## src/pcm_pkg.sv

```systemverilog
package pcm_pkg;
   localparam int unsigned DATA_W       = 14;
   localparam int unsigned NUM_PWM      = 4;
   localparam int unsigned NUM_FE       = 3;
   localparam int unsigned NUM_FILT     = 2;
   localparam int unsigned CLK_PERIOD_NS = 8;
   localparam int unsigned RAMP_STEP_NS = 32;
   localparam int unsigned RAMP_DIV     = (RAMP_STEP_NS + CLK_PERIOD_NS - 1) / CLK_PERIOD_NS;
   localparam int unsigned DIV_W        = 2;
   localparam logic [2:0]  MODE_W_PEAK  = 3'h5;

   localparam logic [11:0] OFS_SLOPE    = 12'h000;
   localparam logic [11:0] OFS_END      = 12'h004;
   localparam logic [11:0] OFS_ECTRL    = 12'h008;
   localparam logic [11:0] OFS_PCTRL    = 12'h00c;
   localparam logic [11:0] OFS_LIMIT    = 12'h010;
   localparam logic [11:0] OFS_TRIG     = 12'h014;
   localparam logic [11:0] OFS_STATUS   = 12'h018;

   localparam int unsigned ECTRL_D2S    = 0;
   localparam int unsigned ECTRL_MODE   = 4;
   localparam int unsigned PCTRL_EN     = 0;
   localparam int unsigned PCTRL_FE     = 4;
   localparam int unsigned PCTRL_FILT   = 8;
   localparam int unsigned ST_RAMP      = 0;
   localparam int unsigned ST_TRIP      = 1;
   localparam int unsigned ST_LEVEL     = 16;
   localparam logic [1:0]  FE_SEL_RST   = 2'h2;
endpackage

```

## src/pcm_ramp.sv

```systemverilog
`timescale 1ns/10ps
`default_nettype none
module pcm_ramp (
   input  wire logic                        clk,
   input  wire logic                        rst,
   input  wire logic                        start,
   input  wire logic                        step_en,
   input  wire logic [pcm_pkg::DATA_W-1:0]  start_val,
   input  wire logic [pcm_pkg::DATA_W-1:0]  slope,
   input  wire logic [pcm_pkg::DATA_W-1:0]  end_val,
   output logic      [pcm_pkg::DATA_W-1:0]  level_r,
   output logic                             running_r
);
   logic [pcm_pkg::DATA_W:0] sum;
   logic                     hit_end;
   logic                     end_on;
   assign sum     = {1'b0, level_r} + {1'b0, slope};
   assign end_on  = end_val != '0;
   // Saturate at the end value; zero end means unbounded (optional)
   assign hit_end = sum[pcm_pkg::DATA_W] || (end_on && sum[pcm_pkg::DATA_W-1:0] >= end_val);

   always_ff @(posedge clk) begin
      if (rst) begin
         level_r   <= '0;
         running_r <= 1'b0;
      end else if (start) begin
         level_r   <= start_val;
         running_r <= 1'b1;
      end else if (running_r && step_en) begin
         if (hit_end) begin
            level_r   <= end_on ? end_val : {pcm_pkg::DATA_W{1'b1}};
            running_r <= 1'b0;
         end else begin
            level_r <= sum[pcm_pkg::DATA_W-1:0];
         end
      end
   end
endmodule // pcm_ramp
`default_nettype wire

```

## src/pcm_path.sv

```systemverilog
// Operation
// - A programmable ramp end value bounds the ramp; zero leaves it unbounded.
// - The single-ended comparator works only while the diff-to-single enable bit is set.
// - Error converter mode 5 puts the front end into peak current mode.
// - A front end select field picks which of three front ends feeds the peak path.
// - The peak path enable bit gates the selected comparator output.
// - Each of four PWM generators has its own enable routing the trip to its limit input.
// - A per-PWM frame trigger enable starts the ramp at that generator's period start.
// - There is exactly one peak current module, fed by any front end.
// - The comparator trips when the ramp exceeds the sensed primary current.
// - Each trigger-enabled frame restarts the ramp, which advances one step every 32 ns.
// - The slope register gives the DAC increment per ramp step.
// - A filter select picks filter 0 or filter 1 as ramp start value.
//
// The APB slave port and the address map are this design's own decisions.
`timescale 1ns/10ps
`default_nettype none
module pcm_path (
   input  wire logic                                      clk,
   input  wire logic                                      rst,
   input  wire logic                                      psel,
   input  wire logic                                      penable,
   input  wire logic                                      pwrite,
   input  wire logic [11:0]                               paddr,
   input  wire logic [31:0]                               pwdata,
   output logic      [31:0]                               prdata,
   output logic                                           pready,
   output logic                                           pslverr,
   input  wire logic [pcm_pkg::NUM_FE*pcm_pkg::DATA_W-1:0] fe_current,
   input  wire logic [pcm_pkg::DATA_W-1:0]                filt0_out,
   input  wire logic [pcm_pkg::DATA_W-1:0]                filt1_out,
   input  wire logic [pcm_pkg::NUM_PWM-1:0]               pwm_frame_start,
   output logic      [pcm_pkg::NUM_PWM-1:0]               current_limit_input
);
   logic [pcm_pkg::DATA_W-1:0] ramp_slope_step_r;
   logic [pcm_pkg::DATA_W-1:0] ramp_end_value_r;
   logic                       diff_to_single_enable_r;
   logic [2:0]                 error_conv_mode_field_r;
   logic                       peak_enable_r;
   logic [1:0]                 peak_front_end_select_r;
   logic                       filt_sel_r;
   logic [pcm_pkg::NUM_PWM-1:0] pwm_limit_routing_r;
   logic [pcm_pkg::NUM_PWM-1:0] pwm_frame_trigger_enable_r;
   logic [pcm_pkg::DIV_W-1:0]  div_r;
   logic                       step_en_r;
   logic                       trip_r;
   logic [pcm_pkg::DATA_W-1:0] ramp_level;
   logic                       ramp_running;

   wire wr_en = psel && penable && pwrite;
   wire rd_ok = paddr == pcm_pkg::OFS_SLOPE || paddr == pcm_pkg::OFS_END || paddr == pcm_pkg::OFS_ECTRL
             || paddr == pcm_pkg::OFS_PCTRL || paddr == pcm_pkg::OFS_LIMIT || paddr == pcm_pkg::OFS_TRIG
             || paddr == pcm_pkg::OFS_STATUS;
   wire [31:0] rd_mux =
      paddr == pcm_pkg::OFS_SLOPE  ? 32'(ramp_slope_step_r) :
      paddr == pcm_pkg::OFS_END    ? 32'(ramp_end_value_r) :
      paddr == pcm_pkg::OFS_ECTRL  ? (32'(diff_to_single_enable_r) << pcm_pkg::ECTRL_D2S)
                                   | (32'(error_conv_mode_field_r) << pcm_pkg::ECTRL_MODE) :
      paddr == pcm_pkg::OFS_PCTRL  ? (32'(peak_enable_r) << pcm_pkg::PCTRL_EN)
                                   | (32'(peak_front_end_select_r) << pcm_pkg::PCTRL_FE)
                                   | (32'(filt_sel_r) << pcm_pkg::PCTRL_FILT) :
      paddr == pcm_pkg::OFS_LIMIT  ? 32'(pwm_limit_routing_r) :
      paddr == pcm_pkg::OFS_TRIG   ? 32'(pwm_frame_trigger_enable_r) :
      paddr == pcm_pkg::OFS_STATUS ? (32'(ramp_running) << pcm_pkg::ST_RAMP)
                                   | (32'(trip_r) << pcm_pkg::ST_TRIP)
                                   | (32'(ramp_level) << pcm_pkg::ST_LEVEL) : 32'h0;

   // Single shared module: only one front end reaches the comparator
   wire [pcm_pkg::DATA_W-1:0] sel_current =
      peak_front_end_select_r == 2'h0 ? fe_current[0 +: pcm_pkg::DATA_W] :
      peak_front_end_select_r == 2'h1 ? fe_current[pcm_pkg::DATA_W +: pcm_pkg::DATA_W] :
      fe_current[2*pcm_pkg::DATA_W +: pcm_pkg::DATA_W];
   wire [pcm_pkg::DATA_W-1:0] start_val = filt_sel_r ? filt1_out : filt0_out;
   wire ramp_start = |(pwm_frame_start & pwm_frame_trigger_enable_r);
   wire mode_peak  = error_conv_mode_field_r == pcm_pkg::MODE_W_PEAK;
   wire trip_nxt   = mode_peak && diff_to_single_enable_r && peak_enable_r
                     && ramp_running && ramp_level > sel_current;

   always_ff @(posedge clk) begin
      if (rst) begin
         ramp_slope_step_r          <= '0;
         ramp_end_value_r           <= '0;
         diff_to_single_enable_r    <= 1'b0;
         error_conv_mode_field_r    <= '0;
         peak_enable_r              <= 1'b0;
         peak_front_end_select_r    <= pcm_pkg::FE_SEL_RST;
         filt_sel_r                 <= 1'b0;
         pwm_limit_routing_r        <= '0;
         pwm_frame_trigger_enable_r <= '0;
      end else if (wr_en) begin
         unique case (paddr)
            pcm_pkg::OFS_SLOPE: ramp_slope_step_r <= pwdata[pcm_pkg::DATA_W-1:0];
            pcm_pkg::OFS_END:   ramp_end_value_r <= pwdata[pcm_pkg::DATA_W-1:0];
            pcm_pkg::OFS_ECTRL: begin
               diff_to_single_enable_r <= pwdata[pcm_pkg::ECTRL_D2S];
               error_conv_mode_field_r <= pwdata[pcm_pkg::ECTRL_MODE +: 3];
            end
            pcm_pkg::OFS_PCTRL: begin
               peak_enable_r <= pwdata[pcm_pkg::PCTRL_EN];
               // Front end 3 does not exist; keep the old choice
               if (pwdata[pcm_pkg::PCTRL_FE +: 2] != 2'h3) begin
                  peak_front_end_select_r <= pwdata[pcm_pkg::PCTRL_FE +: 2];
               end
               filt_sel_r <= pwdata[pcm_pkg::PCTRL_FILT];
            end
            pcm_pkg::OFS_LIMIT: pwm_limit_routing_r <= pwdata[pcm_pkg::NUM_PWM-1:0];
            pcm_pkg::OFS_TRIG:  pwm_frame_trigger_enable_r <= pwdata[pcm_pkg::NUM_PWM-1:0];
            default: ;
         endcase
      end
   end

   // Step divider; restarts with each trigger-enabled frame so steps stay aligned to the frame
   wire [pcm_pkg::DIV_W-1:0] div_last = pcm_pkg::DIV_W'(pcm_pkg::RAMP_DIV - 1);
   wire [pcm_pkg::DIV_W-1:0] div_nxt  = (div_r == div_last) ? '0 : div_r + 1'b1;

   // Pulse decoded from the next count, so the first step comes one full step after the load
   always_ff @(posedge clk) begin
      if (rst || ramp_start) begin
         div_r     <= '0;
         step_en_r <= 1'b0;
      end else begin
         div_r     <= div_nxt;
         step_en_r <= div_nxt == div_last;
      end
   end

   always_ff @(posedge clk) begin
      if (rst) begin
         trip_r              <= 1'b0;
         current_limit_input <= '0;
         prdata              <= '0;
         pready              <= 1'b0;
         pslverr             <= 1'b0;
      end else begin
         trip_r              <= trip_nxt;
         current_limit_input <= {pcm_pkg::NUM_PWM{trip_nxt}} & pwm_limit_routing_r;
         pready              <= psel && !penable;
         pslverr             <= psel && !penable && !rd_ok;
         prdata              <= (psel && !penable && !pwrite) ? rd_mux : 32'h0;
      end
   end

   pcm_ramp u_ramp (
      .clk       (clk),
      .rst       (rst),
      .start     (ramp_start),
      .step_en   (step_en_r),
      .start_val (start_val),
      .slope     (ramp_slope_step_r),
      .end_val   (ramp_end_value_r),
      .level_r   (ramp_level),
      .running_r (ramp_running)
   );
endmodule // pcm_path
`default_nettype wire

```

## config.mk

```make
export PLATFORM = sky130hd
export DESIGN_NAME = pcm_path
export DESIGN_NICKNAME = d
export VERILOG_FILES = /design/src/pcm_pkg.sv /design/src/pcm_ramp.sv /design/src/pcm_path.sv
export SDC_FILE = /design/constraint.sdc
export NUM_CORES = 1
export LEC_CHECK = 0
export BUFFER_PORTS_ARGS = -buffer_cell sky130_fd_sc_hd__buf_4
export CAP_MARGIN = 20
export CORE_ASPECT_RATIO = 0.8
export CORE_UTILIZATION = 54
export CTS_BUF_LIST = sky130_fd_sc_hd__clkbuf_8
export DETAILED_ROUTE_END_ITERATION = 8
export PLACE_DENSITY = 0.79
export SLEW_MARGIN = 20
export SYNTH_ARGS = -nofsm -noshare
export SYNTH_HDL_FRONTEND = slang
export SYNTH_SLANG_ARGS = --single-unit
```

## constraint.sdc

```tcl
create_clock -name clk -period 4.74 [get_ports clk]
set_input_delay 0.474 -clock clk [delete_from_list [all_inputs] [get_ports clk]]
set_output_delay 0.474 -clock clk [all_outputs]
set_load 0.01 [all_outputs]
```

# ---- Yosys cells after proc, flatten, opt, wreduce, memory -nomap -nowiden
# Cells that the tools add are included.
dict set report word_totals {
  register_bits 99
  output_inout_bits 38
}
dict set report classes {
  addsub 2
  magnitude_cmp 2
  n_eq_ne 11
  mux 18
  n_bitwise 8
  n_reduce_logical 38
}
# cell count
set op_table {}
lappend op_table {{30-bit two-way mux} 5}
lappend op_table {{14-bit two-way mux} 9}
lappend op_table {{12-bit by 5-bit == test with 1-bit output, second input constant} 3}
lappend op_table {{2-bit by 30-bit bitwise OR with 30-bit output} 1}
lappend op_table {{12-bit by 4-bit == test with 1-bit output, second input constant} 2}
lappend op_table {{14-bit by 14-bit adder with 15-bit output} 1}
lappend op_table {{14-bit >= comparator} 1}
lappend op_table {{14-bit > comparator} 1}
lappend op_table {{2-bit AND reduction} 7}
lappend op_table {{14-bit nonzero test} 1}
lappend op_table {{12-bit by 3-bit == test with 1-bit output, second input constant} 1}
lappend op_table {{12-bit zero test} 1}
lappend op_table {{1-bit logical AND} 11}
lappend op_table {{6-bit by 9-bit bitwise OR with 9-bit output} 1}
lappend op_table {{4-bit AND} 2}
lappend op_table {{1-bit logical OR} 8}
lappend op_table {{4-bit OR reduction} 2}
lappend op_table {{1-bit by 7-bit bitwise OR with 7-bit output} 1}
lappend op_table {{1-bit by 6-bit bitwise OR with 6-bit output} 1}
lappend op_table {{2-bit == test, second input constant} 2}
lappend op_table {{2-bit nonzero test} 2}
lappend op_table {{3-bit == test, second input constant} 1}
lappend op_table {{1-bit zero test} 3}
lappend op_table {{1-bit two-way mux} 3}
lappend op_table {{9 further kinds} 9}

# ---- Depth between registers and ports, before layout
dict set report depth {
  depth_word 9
  ltp_mapped 17
  depth_no_buf 16
}

# ---- By module
# A second synthesis with hierarchy kept.
dict set report hier_totals {
  hier_cells 689
  area_unflattened_um2 5783.0
}
# mod instances cells_each area_per_inst_um2 seq_area_each_um2
set modules_own_cells {}
lappend modules_own_cells {pcm_path 1 443 3847.4 1641.6}
lappend modules_own_cells {pcm_ramp 1 246 1935.6 300.3}

# ---- Worst setup path before layout
# Ideal clock, no wire load.
dict set report synth_path {
  kind {register to register}
  startpoint {register ramp_slope_step_r[1] (netlist bit)}
  endpoint {register u_ramp.level_r[4] (netlist bit)}
  setup_time_ps 139
  arrival_ps 3199
  t_required_ps 4601
  setup_slack_ps 1402
  path_stages_with_launch 16
  synth_period_minus_slack_ps 3338
  path_cell_list {dfxtp_1 ha_1 a211oi_1 o21ai_0 a41o_1 a21oi_1 xnor2_1 ha_1 a21oi_1 o21ai_0 a2111oi_0 o21a_1 o221ai_2 buf_6 o21ai_0 a221oi_1}
}
dict set report synth_between {
  elab_chain_len 7
}
# element line
set synth_lines {}
lappend synth_lines {{from (decl)} pcm_path.sv:35} ;# logic [pcm_pkg::DATA_W-1:0] ramp_slope_step_r;
lappend synth_lines {{from (signal assigned)} pcm_path.sv:92} ;# pcm_pkg::OFS_SLOPE: ramp_slope_step_r <= pwdata[pcm_pkg::DATA_W-1:0];
lappend synth_lines {{14-bit by 14-bit adder with 15-bit output (*)} pcm_ramp.sv:17} ;# assign sum = {1'b0, level_r} + {1'b0, slope};
lappend synth_lines {{14-bit >= comparator} pcm_ramp.sv:20} ;# assign hit_end = sum[pcm_pkg::DATA_W] || (end_on && sum[pcm_pkg::DATA_W-1:0] >= end_val);
lappend synth_lines {{1-bit logical AND} pcm_ramp.sv:20}
lappend synth_lines {{1-bit logical OR} pcm_ramp.sv:20}
lappend synth_lines {{14-bit two-way mux (*)} pcm_ramp.sv:30} ;# if (hit_end) begin
lappend synth_lines {{14-bit two-way mux (*)} pcm_ramp.sv:29} ;# end else if (running_r && step_en) begin
lappend synth_lines {{14-bit two-way mux (*)} pcm_ramp.sv:26} ;# end else if (start) begin
lappend synth_lines {{to (signal assigned)} pcm_ramp.sv:27} ;# level_r <= start_val;
lappend synth_lines {{to (signal assigned)} pcm_ramp.sv:31} ;# level_r <= end_on ? end_val : {pcm_pkg::DATA_W{1'b1}};
lappend synth_lines {{to (signal assigned)} pcm_ramp.sv:34} ;# level_r <= sum[pcm_pkg::DATA_W-1:0];
lappend synth_lines {{to (decl)} pcm_ramp.sv:11} ;# output logic [pcm_pkg::DATA_W-1:0] level_r,
# Every way passes the cells marked *; elsewhere a longest branch is shown, timed or not. The select of a mux whose other input is x is not followed.
# A chain may end at the register's enable or synchronous reset.

# ---- Worst setup path after layout
dict set report layout_path {
  startpoint {register u_ramp.level_r[0] (netlist bit)}
  endpoint {register u_ramp.level_r[0] (netlist bit)}
}
dict set report layout_between {
  elab_chain_len 7
}
# element line
set layout_lines {}
lappend layout_lines {{14-bit by 14-bit adder with 15-bit output (*)} pcm_ramp.sv:17}
lappend layout_lines {{14-bit >= comparator} pcm_ramp.sv:20}
lappend layout_lines {{1-bit logical AND} pcm_ramp.sv:20}
lappend layout_lines {{1-bit logical OR} pcm_ramp.sv:20}
lappend layout_lines {{14-bit two-way mux (*)} pcm_ramp.sv:30}
lappend layout_lines {{14-bit two-way mux (*)} pcm_ramp.sv:29}
lappend layout_lines {{14-bit two-way mux (*)} pcm_ramp.sv:26}
# Marked as above.

==> out/summary.txt <==
status = completed
CTS Hold Bufs = 0
crit path kind = register to register
DIE AREA = 10800 sq um
Buffers on Ports = 138
top cells by area, synth = dfxtp_1, ha_1, mux2i_1
post-detail-place hpwl = 12400 um
DRT Pass-1 Iters = 4
Overall Power = 1470 uW
sequential power share = 55.6%
CP Data Arrival Time = 4.56 ns
end of the worst register-to-register path = u_ramp.level_r[0]
Int Pwr = 1110 uW
min Tclk post-route = 4.27 ns
CTS max path bufs = 2
Num CTS Buffers = 9
total vias in the final route = 5352
unrepaired setup endpoints after global routing = false
area of the core = 9890 sq um
Synth Instances = 662
Overflow after GRT = 0
Leakage = 0.00281 uW
vias in the first global route = 5037
worst skew pair latency = 0.39 ns
Routed WL = 16300 um
H-tree levels = 3
WL/cell = 17.7 um
setup TNS = 0 ns
logic gate share of total power = 8.5%
CTS resizes = 0
Nets = 948
MaxCap Viol Count = 0
GRT Max-Usage Layer = met2
FF+latch count, synth = 97
design area = 6900 sq um
io pins = 161
syn_area_per_cell = 8.50 sq um
row count = 32
Slew @ Worst Pin = 0.905 ns
Seq/Total Area, Yosys = 34.5%
met1 Use GR = 39.7%
vias per cell = 5.81
met3 Usage GRT = 6.61%
post-route ant nets = 0
largest area contributor in the netlist = dfxtp_1
worst path required time = 5.04 ns
Chip Width = 116 um
f_max = 234 MHz
crit start category = register
max-slew violations = 0
Sw Ratio = 24.4%
YS warnings = 0
Area after DPL = 6710 sq um
worst clock skew = 0.0100 ns
pin count of the biggest net entering global routing = 66
EDFF count, synth = 0
die height = 93.3 um
clock sinks = 97
Mapped Area = 5630 sq um
ys async rst share = 0%
pwr/cell area = 214 nW/um^2
clock power share = 35.8%
M2 GR Usage = 51.1%
Top FF cell, synth = dfxtp_1
Max-slew headroom = 39.6%
Sw Pwr = 359 uW
Root Driver = clkbuf_8
antenna violations before repair = 0
global-route wire length before repair = 25200 um
Synth cell types = 62
layout cell share with drive strength beyond 1 = 23.9%
R2R depth = 16
CTS tree = built
worst-path maximum fanout = 15
Worst VDD drop = 0.183 mV
Starting Density = 56.9%
reg2reg start = u_ramp.level_r[0]
Clock transition at path regs = 0.09 ns
Worst Setup End Kind = register
hold_sp = penable
Setup crit start = u_ramp.level_r[0]
Setup Fix Bufs, Post-CTS = 0
top cell type's share of synthesized area = 34.5%
First DRT Iteration DRCs = 314
period utilization = 90.0%
Hold Path Sink = pready
total track usage = 31.0%
Syn-to-layout area delta = 22.6%
R2R Setup Slk = 0.47 ns
Final Hold Viols = 0
worst hold-check path type = input pin to register
GPL Wtd Cong = 0.884
# diodes = 0
Post-route DRC = 0
hold path depth = 2
final setup violation count = 0
-- power by group through the flow --
stage	Sequential, uW	Clock [uW]	Combinational [uW]
3_5_place_dp	839	0	125
2_1_floorplan	839	0	44.6
4_1_cts	820	531	125
5_1_grt	821	570	135
3_3_place_gp	839	0	121
6_report	820	528	125
-- state kept, by name, indices dropped and copies added, names as in the netlist, 2 cells and up --
signal	count
current_limit_input	4
div_r	2
error_conv_mode_field_r	3
peak_front_end_select_r	2
prdata	28
pwm_frame_trigger_enable_r	4
pwm_limit_routing_r	4
ramp_end_value_r	14
ramp_slope_step_r	14
u_ramp.level_r	14
-- worst max-delay path by stage --
stage	slack (ns)	cells past startpoint	to
after global routing	0.09	15	u_ramp.level_r[2]
final	0.47	16	u_ramp.level_r[0]
after floorplan	1.40	15	u_ramp.level_r[4]
after CTS	0.51	16	u_ramp.level_r[2]
after global placement	0.64	15	u_ramp.level_r[3]
after detailed placement	0.57	15	u_ramp.level_r[0]
-- worst max-delay path, cell delays in order (launching register included) --
cell       delay, ns
dfxtp_1         0.41
ha_1            0.24
inv_1           0.07
fa_1            0.41
nor2b_2         0.16
o2111ai_2       0.14
nand3_1         0.22
a31oi_1         0.11
o311ai_0        0.53
ha_1            0.26
a21o_1          0.12
a21o_1          0.11
a21oi_1         0.06
o21a_1          0.19
o221ai_2        0.62
o21ai_0         0.21
a221oi_1        0.31
-- synthesized netlist by cell type, types with 10 or more instances --
library cell   n
a221oi_1      12
and2_1        24
a22oi_1       25
ha_1          44
clkbuf_1      30
nor3_1        10
dfxtp_1       97
nor2_1        61
a21oi_1       60
mux2i_1       32
o21ai_0       22
mux2_2        16
nand2_1       80
inv_1         28
-- final cells by class --
type                       count  area (sq um)
clock buffer                  11           151
clock inverter                 5          37.5
fill                         838          2990
inverter                      28           105
multi-input combinational    503          3430
sequential                    97          1940
tap                          136           170
timing repair buffer         141          1060
-- per-stage QoR --
stage | setup slack [ns] | utilization [%] | cells | hold slack, ns
after global placement | 0.644 | 67.8 | 905 | 0.435
after floorplan | 1.40 | - | 665 | 0.428
final | 0.474 | 69.7 | 921 | 0.273
after detailed placement | 0.566 | 67.8 | 905 | 0.448
after CTS | 0.509 | 69.7 | 921 | 0.270
after global routing | 0.0865 | 69.7 | 921 | 0.262
-- metal layers --
metal / routed length [um] / vias to the layer above
li1: - / 2600
met1: 7050 / 2489
met2: 7560 / 233
met3: 1310 / 30
met4: 364 / 0
met5: 0 / -
-- layout by cell type, fill, tap and decap left out, types with 4 or more instances in the layout --
cell,count
and2_1,24
nand2_1,80
mux2_2,16
mux2i_1,32
nor2_1,61
nor4_1,4
clkbuf_8,11
and3_1,6
xnor2_1,9
conb_1,4
nand4_1,4
nor2b_1,8
a211oi_1,9
a21oi_1,60
ha_1,44
a31oi_1,4
nor3_1,10
dfxtp_1,97
nand2b_1,5
o21a_1,9
o21ai_0,22
a22oi_1,25
nand3_1,6
a221oi_1,12
o32ai_1,4
a21o_1,6
inv_1,28
buf_4,141
-- logic make-up after synthesis --
group | after synthesis | synth area share (%)
AOI/OAI and AO/OA | 170 | 20.2
xor gates and xnor gates | 10 | 1.56
adders and majority gates | 45 | 10.1
buffers and inverters | 65 | 4.78
DFF | 97 | 34.5
muxes | 49 | 9.30
other | 1 | 0.0667
and+or+nand+nor | 225 | 19.4
No activity file was read; power rests on OpenSTA's default activity.
